### src/autoneg_partner_cfg.svh
// constants for the partner next-page and expansion status registers
`ifndef AUTONEG_PARTNER_CFG_SVH
`define AUTONEG_PARTNER_CFG_SVH

// register offsets on the management interface
`define PAGE_WORD_OFFSET 5'h05
`define EXP_STATUS_OFFSET 5'h06

// reset values, fixed read values and default address
`define PAGE_WORD_RESET 16'h0000
`define EXP_RESERVED_RESET 11'h000
`define LOCAL_NEXTPAGE_CAPABLE 1'h1
`define UNMAPPED_READ_VALUE 16'h0000
`define PHY_ADDR_DEFAULT 5'h01

// field positions of the incoming link code word
`define LCW_FURTHER_BIT 15
`define LCW_ACK_BIT 14
`define LCW_MSG_PAGE_BIT 13
`define LCW_COMPLY_BIT 12
`define LCW_CODE_MSB 10

// management frame layout, counted in management clock periods
`define PREAMBLE_BITS 6'h20
`define HEADER_BITS 4'hC
`define TURN_BITS 2'h2
`define DATA_BITS 5'h10
`define OP_READ 2'h2
`define OP_WRITE 2'h1

`endif

### src/autoneg_pkg.sv
// types shared by the auto-negotiation partner status registers
package autoneg_pkg;

	typedef struct packed {
		logic further_page_request;
		logic partner_ack;
		logic message_page_flag;
		logic partner_comply_ack;
		logic toggle;
		logic [10:0] code;
	} page_word_t;

	typedef struct packed {
		logic [10:0] reserved;
		logic parallel_detect_fault;
		logic partner_nextpage_capable;
		logic local_nextpage_capable;
		logic page_received;
		logic partner_autoneg_capable;
	} exp_status_t;

	typedef struct packed {
		logic [1:0] op;
		logic [4:0] phy;
		logic [4:0] reg_addr;
	} mgmt_header_t;

	typedef enum logic [2:0] {
		ST_IDLE = 3'b000,
		ST_START = 3'b001,
		ST_HEADER = 3'b010,
		ST_TURN = 3'b011,
		ST_DATA = 3'b100
	} mgmt_state_t;

endpackage

### src/autoneg_expansion_reg.sv
// expansion status register with clear-on-read page flag
`timescale 1ns/1ps
`include "autoneg_partner_cfg.svh"

module autoneg_expansion_reg (
	input wire logic clock_in,
	input wire logic reset_n_in,
	input wire logic parallel_detect_fault_in,
	input wire logic partner_nextpage_capable_in,
	input wire logic partner_autoneg_capable_in,
	input wire logic page_set_in,
	input wire logic read_clear_in,
	output autoneg_pkg::exp_status_t exp_status_out
);

	logic fault_flag;
	logic partner_nextpage_flag;
	logic partner_autoneg_flag;
	logic page_flag;

	always_ff @(posedge clock_in or negedge reset_n_in) begin
		if (!reset_n_in) begin
			fault_flag <= 1'b0;
		end else begin
			fault_flag <= parallel_detect_fault_in;
		end
	end

	always_ff @(posedge clock_in or negedge reset_n_in) begin
		if (!reset_n_in) begin
			partner_nextpage_flag <= 1'b0;
		end else begin
			partner_nextpage_flag <= partner_nextpage_capable_in;
		end
	end

	always_ff @(posedge clock_in or negedge reset_n_in) begin
		if (!reset_n_in) begin
			partner_autoneg_flag <= 1'b0;
		end else begin
			partner_autoneg_flag <= partner_autoneg_capable_in;
		end
	end

	always_ff @(posedge clock_in or negedge reset_n_in) begin
		if (!reset_n_in) begin
			page_flag <= 1'b0;
		end else if (page_set_in) begin
			page_flag <= 1'b1;
		end else if (read_clear_in) begin
			page_flag <= 1'b0;
		end
	end

	// local ability fixed one
	// one driver for the whole word; the fixed bits need no flip-flop
	assign exp_status_out = {`EXP_RESERVED_RESET, fault_flag, partner_nextpage_flag,
		`LOCAL_NEXTPAGE_CAPABLE, page_flag, partner_autoneg_flag};
endmodule

### src/autoneg_partner_page_status.sv
// partner next-page and expansion status registers behind the management interface
//
// Summary of operation
// - ack bit driven by negotiation logic only
// - message page flag read-only, resets zero
// - comply ack shows partner ability, resets zero
// - toggle reads inverse of previous transmitted toggle
// - 11-bit code read-only, resets all zeros
// - expansion bits 15:5 ignore writes, read zero
// - fault bit follows parallel detection fault
// - report partner next page support
// - local next page ability reads fixed one
// - page flag set on word, read clears
// - report partner autoneg support, resets zero
// - top bit shows partner wants another page
`timescale 1ns/1ps
`include "autoneg_partner_cfg.svh"

module autoneg_partner_page_status #(
	parameter logic [4:0] PHY_ADDR = `PHY_ADDR_DEFAULT
) (
	input wire logic clock_in,
	input wire logic reset_n_in,
	input wire logic mdc_in,
	input wire logic mdio_in,
	output logic mdio_out,
	output logic mdio_oe_out,
	input wire logic lcw_strobe_in,
	input wire logic [15:0] lcw_word_in,
	input wire logic tx_toggle_in,
	input wire logic parallel_detect_fault_in,
	input wire logic partner_nextpage_capable_in,
	input wire logic partner_autoneg_capable_in
);

	autoneg_pkg::page_word_t page_word;
	autoneg_pkg::exp_status_t exp_status;
	autoneg_pkg::mgmt_state_t state;
	autoneg_pkg::mgmt_header_t next_header;
	logic mdc_prev;
	logic mdc_rise;
	logic [5:0] ones_cnt;
	logic [4:0] bit_cnt;
	logic [10:0] hdr_shift;
	logic [15:0] rd_shift;
	logic read_active;
	logic read_clear;
	logic header_done;
	logic read_hit;

	// management clock is sampled; bits are taken on its rising edge
	always_ff @(posedge clock_in or negedge reset_n_in) begin
		if (!reset_n_in) begin
			mdc_prev <= 1'b0;
		end else begin
			mdc_prev <= mdc_in;
		end
	end

	assign mdc_rise = mdc_in & ~mdc_prev;
	assign next_header = {hdr_shift, mdio_in};
	assign header_done = mdc_rise && state == autoneg_pkg::ST_HEADER &&
		bit_cnt == 5'(`HEADER_BITS - 4'h1);
	assign read_hit = next_header.op == `OP_READ && next_header.phy == PHY_ADDR;

	always_ff @(posedge clock_in or negedge reset_n_in) begin
		if (!reset_n_in) begin
			page_word <= autoneg_pkg::page_word_t'(`PAGE_WORD_RESET);
		end else if (lcw_strobe_in) begin
			page_word.further_page_request <= lcw_word_in[`LCW_FURTHER_BIT];
			page_word.partner_ack <= lcw_word_in[`LCW_ACK_BIT];
			page_word.message_page_flag <= lcw_word_in[`LCW_MSG_PAGE_BIT];
			page_word.partner_comply_ack <= lcw_word_in[`LCW_COMPLY_BIT];
			page_word.toggle <= ~tx_toggle_in;
			page_word.code <= lcw_word_in[`LCW_CODE_MSB:0];
		end
	end

	autoneg_expansion_reg u_expansion (
		.clock_in(clock_in),
		.reset_n_in(reset_n_in),
		.parallel_detect_fault_in(parallel_detect_fault_in),
		.partner_nextpage_capable_in(partner_nextpage_capable_in),
		.partner_autoneg_capable_in(partner_autoneg_capable_in),
		.page_set_in(lcw_strobe_in),
		.read_clear_in(read_clear),
		.exp_status_out(exp_status)
	);

	// frame sequencing; a fresh preamble is required before every frame
	always_ff @(posedge clock_in or negedge reset_n_in) begin
		if (!reset_n_in) begin
			state <= autoneg_pkg::ST_IDLE;
			ones_cnt <= 6'h00;
			bit_cnt <= 5'h00;
		end else if (mdc_rise) begin
			case (state)
				autoneg_pkg::ST_IDLE: begin
					bit_cnt <= 5'h00;
					if (mdio_in) begin
						if (ones_cnt != `PREAMBLE_BITS) begin
							ones_cnt <= ones_cnt + 6'h01;
						end
					end else begin
						ones_cnt <= 6'h00;
						if (ones_cnt == `PREAMBLE_BITS) begin
							state <= autoneg_pkg::ST_START;
						end
					end
				end
				autoneg_pkg::ST_START: begin
					state <= mdio_in ? autoneg_pkg::ST_HEADER : autoneg_pkg::ST_IDLE;
				end
				autoneg_pkg::ST_HEADER: begin
					if (header_done) begin
						state <= autoneg_pkg::ST_TURN;
						bit_cnt <= 5'h00;
					end else begin
						bit_cnt <= bit_cnt + 5'h01;
					end
				end
				autoneg_pkg::ST_TURN: begin
					if (bit_cnt == 5'(`TURN_BITS - 2'h1)) begin
						state <= autoneg_pkg::ST_DATA;
						bit_cnt <= 5'h00;
					end else begin
						bit_cnt <= bit_cnt + 5'h01;
					end
				end
				autoneg_pkg::ST_DATA: begin
					if (bit_cnt == 5'(`DATA_BITS - 5'h01)) begin
						state <= autoneg_pkg::ST_IDLE;
						bit_cnt <= 5'h00;
					end else begin
						bit_cnt <= bit_cnt + 5'h01;
					end
				end
				default: begin
					state <= autoneg_pkg::ST_IDLE;
				end
			endcase
		end
	end

	always_ff @(posedge clock_in or negedge reset_n_in) begin
		if (!reset_n_in) begin
			hdr_shift <= 11'h000;
		end else if (mdc_rise && state == autoneg_pkg::ST_HEADER) begin
			hdr_shift <= next_header[10:0];
		end
	end

	// snapshot at end of header, clear only the expansion register
	always_ff @(posedge clock_in or negedge reset_n_in) begin
		if (!reset_n_in) begin
			read_active <= 1'b0;
			read_clear <= 1'b0;
		end else begin
			read_clear <= header_done && read_hit &&
				next_header.reg_addr == `EXP_STATUS_OFFSET;
			if (header_done) begin
				read_active <= read_hit;
			end else if (mdc_rise && state == autoneg_pkg::ST_IDLE) begin
				read_active <= 1'b0;
			end
		end
	end

	// writes are never stored; only the read opcode is decoded
	// ack bit has no write path
	always_ff @(posedge clock_in or negedge reset_n_in) begin
		if (!reset_n_in) begin
			rd_shift <= 16'h0000;
		end else if (header_done) begin
			case (next_header.reg_addr)
				`PAGE_WORD_OFFSET: begin
					rd_shift <= page_word;
				end
				`EXP_STATUS_OFFSET: begin
					rd_shift <= exp_status;
				end
				default: begin
					rd_shift <= `UNMAPPED_READ_VALUE;
				end
			endcase
		end else if (mdc_rise && read_active &&
			(state == autoneg_pkg::ST_DATA ||
			(state == autoneg_pkg::ST_TURN && bit_cnt == 5'h01))) begin
			rd_shift <= {rd_shift[14:0], 1'b0};
		end
	end

	// drive changes just after the rising edge so the host samples a settled bit
	always_ff @(posedge clock_in or negedge reset_n_in) begin
		if (!reset_n_in) begin
			mdio_out <= 1'b0;
			mdio_oe_out <= 1'b0;
		end else if (mdc_rise) begin
			if (state == autoneg_pkg::ST_TURN && read_active) begin
				mdio_oe_out <= 1'b1;
				mdio_out <= (bit_cnt == 5'h01) ? rd_shift[15] : 1'b0;
			end else if (state == autoneg_pkg::ST_DATA && read_active &&
				bit_cnt != 5'(`DATA_BITS - 5'h01)) begin
				mdio_out <= rd_shift[15];
			end else begin
				mdio_oe_out <= 1'b0;
				mdio_out <= 1'b0;
			end
		end
	end
endmodule

### config.mk
export PLATFORM = sky130hd
export DESIGN_NAME = autoneg_partner_page_status
export DESIGN_NICKNAME = d
export VERILOG_FILES = /design/src/autoneg_pkg.sv /design/src/autoneg_expansion_reg.sv /design/src/autoneg_partner_page_status.sv
export VERILOG_INCLUDE_DIRS = /design/src
export SDC_FILE = /design/constraint.sdc
export NUM_CORES = 1
export LEC_CHECK = 0
export ABC_CLOCK_PERIOD_IN_PS = 3300
export BUFFER_PORTS_ARGS = -buffer_cell sky130_fd_sc_hd__buf_2
export CAP_MARGIN = 20
export CORE_UTILIZATION = 30
export DETAILED_ROUTE_END_ITERATION = 16
export PLACE_DENSITY = 0.48
export SLEW_MARGIN = 30
export SYNTH_ARGS = -nofsm -noshare
export SYNTH_HDL_FRONTEND = slang
export SYNTH_SLANG_ARGS = --single-unit
### constraint.sdc
create_clock -name clock_in -period 3.3 [get_ports clock_in]
set_input_delay 0.495 -clock clock_in [delete_from_list [all_inputs] [get_ports clock_in]]
set_output_delay 0.495 -clock clock_in [all_outputs]
set_load 0.1 [all_outputs]
==> results.ini <==
[outcome]
status = finished clean

[sta]
skew_ns = 0.008451
max_freq_ghz = 0.4820
worst_pin_slew_ns = 0.6205
relSlewSlack_pct = 58.25
tns_ns = 0
finalCritPeriodShare_pct = 62.87
slew_viol_final = 0
setup_viol = 0
rsz0062_at_grt = no
fin_crit_ns = 2.075
final_hold_viol_count = 0

[route]
wl_per_cell_um = 12.94
avgViaCountPerCell = 4.663
totalWireLength_um = 5605
ant_nets = 0
remaining_drc_errors = 0
first_pass_iters = 4
vias = 2019
drt_iter0_drc = 54

[floorplan]
dieArea_sq_um = 10690
die_y_um = 103.4
rows = 36
core_area_sq_um = 9864
start_util_pct = 31.25
io_pins = 27
die_x_um = 103.4

[cts]
hold_buffers = 0
cts_tree = built
path_clk_slew_ns = 0.07
numCtsBuffers = 9
clkSinkCount = 66
clk_latency_ns = 0.34
ctsResizeCount = 0
clockRootBuffer = clkbuf_8
clock_path_buffers = 2
cts_setup_buffers = 0
cts_max_level = 3

[logic_synthesis]
syn-cell-area_sq_um = 3083
syn_avg_cell_area_sq_um = 11.59
ys.flop_type = dfrtp_1
yosysWarnings = 0
synth_cell_type_count = 45
synth-seq-area-share_pct = 53.57
syn_nets = 297
async_reset_ff_share_pct = 100.0
synth-edff-count = 0
syn_inst = 266
synth-seq-cells = 66

[final_layout]
num-nets-final = 327
drive_above_1_share_pct = 26.33
layout.cells.non_filler = 433
stdcell_area_sq_um = 3556
diodes = 0
fin_util_pct = 36.05
synthToLayoutAreaGrowth_pct = 15.34

[pwr]
p_leak_nw = 1.544
total_power_w = 0.002003
powerDensity_nw_per_um2 = 563.4
max-vdd-ir-drop_mv = 0.2047

[worst_setup_path]
crit_type = register to register
cp.required_ns = 3.51
path_max_fanout = 15
arrival_ns = 2.29
startpoint = mdc_prev$_DFF_PN0_
rrSetupSlack_ns = 1.23
end_kind = register
cp-endpoint = rd_shift[3]$_DFFE_PN0P_
crit_path_start_kind = register
reg2reg_depth = 5
reg2reg_from = mdc_prev$_DFF_PN0_
rr_endpoint = rd_shift[3]$_DFFE_PN0P_

[global_routing]
antenna_found_initial = 0
grt-ovfl-total = 0
use_met3_pct = 3.763
grt_pass1_vias = 2080
grt_max_degree = 38
grt_usage_pct = 12.34
grt_pass1_wl_um = 9936
top_usage_layer = met2
grtUsageMet2_pct = 19.26
use_met1_pct = 16.13

[placed_design]
io_buffers = 25
gp_congestion = 0.7309
dp.final_hpwl_um = 3805
dp.cells = 418
placed_cell_area_sq_um = 3339

[worst_hold_path]
hold_class = input pin to asynchronous set/reset pin

[flow_run]
drv_cap = 0

==> power breakdown <==
part	leakage, nW	internal, W	switching, W	total (W)
logic	0.590	0.000136	0.000161	0.000298
clock network	0.102	0.000423	0.000316	0.000740
registers	0.852	0.000879	0.0000867	0.000966
==> flip-flops by register name (all words and copies together) (netlist names) <==
register and cells:
u_expansion.fault_flag 1, state 3, mdio_out 1, rd_shift 16, u_expansion.partner_nextpage_flag 1, hdr_shift 11
mdio_oe_out 1, page_word 16, u_expansion.partner_autoneg_flag 1, u_expansion.page_flag 1, ones_cnt 6, read_clear 1
mdc_prev 1, read_active 1, bit_cnt 5
==> routing by layer <==
metal	vias up	wire length [um]	part of all wire, %
met5	-	0	0
met4	0	50	0.89
met3	7	221	3.9
met2	36	2577	46
met1	980	2756	49
li1	996	-	-
==> how the worst min path moves through the flow <==
stage | end | slack [ns] | depth (start not counted)
2_1_floorplan | bit_cnt[0]$_DFFE_PN0P_ | 0.20 | 0
3_3_place_gp | ones_cnt[0]$_DFFE_PN0P_ | 0.38 | 1
3_5_place_dp | ones_cnt[0]$_DFFE_PN0P_ | 0.38 | 1
4_1_cts | ones_cnt[0]$_DFFE_PN0P_ | 0.007 | 1
5_1_grt | ones_cnt[0]$_DFFE_PN0P_ | 0.008 | 1
6_report | ones_cnt[0]$_DFFE_PN0P_ | 0.01 | 1
==> layout make-up <==
cell class,instances,area (sq um)
clock buffers,9,123.9
clock inverters,6,92.59
fillers,1005,6309
inverters,10,37.54
multi-input cells,180,1329
flip-flops and latches,66,1652
well taps,133,166.4
repair buffers,29,155.1
==> cell families (layout without fill, tap and decap cells) <==
kind of cell,after synthesis,count (layout),synth area share (%)
AOI/OAI and AO/OA,56,56,10.51
xor gates and xnor gates,1,1,0.2841
adders and majority gates,6,6,2.435
buffers and inverters,20,54,3.328
DFF,66,66,53.57
muxes,42,42,14.69
and+or+nand+nor,75,75,15.18
==> cell usage after synthesis, drive strengths merged, types with 4 or more instances <==
cell	instances	area, sq um
inv	10	37.54
o21ai	32	160.2
mux2	26	292.8
nor3b	5	53.80
buf	7	53.80
nand3	8	52.55
mux2i	16	160.2
nand2	31	116.4
dfrtp	66	1652
a21oi	11	58.81
nor4	4	55.05
nor2	9	50.05
ha	6	75.07
nor2b	4	25.02
==> cells in the final DEF (no fill, tap or decap), types with 2 or more instances in the layout <==
cell type	netlist	final
buf_4	1	4
a22o_1	2	2
mux2_2	26	26
a21oi_1	10	10
clkinv_4	0	2
nand2b_1	3	3
mux2i_1	16	16
a21o_1	3	3
clkbuf_8	0	9
nor3b_1	3	3
ha_1	6	6
nand2_1	31	31
bufinv_16	0	2
inv_1	10	10
nor4_4	2	2
buf_2	4	25
nor3_1	2	2
a22oi_1	3	3
nand3_1	7	7
nor4_1	2	2
nor2b_1	4	4
nor2_1	8	8
clkinvlp_4	0	2
o21ai_0	22	22
o21ai_1	10	10
dfrtp_1	66	66
==> critical path, cell delays in order, from the launching register on <==
cell and delay [ns]:
dfrtp_1 0.40, nor2b_1 0.51, nand2_1 0.48, nor2_1 0.21
buf_4 0.24, o21ai_0 0.11
==> stage by stage <==
stage	setup WS (ns)	hold WS, ns
floorplan	1.590	0.1994
global placement	0.9952	0.3810
detailed placement	1.016	0.3814
CTS	1.229	0.006741
global route	0.9896	0.008153
finish	1.225	0.01314
Note: power is estimated with default switching activity, not from simulation.
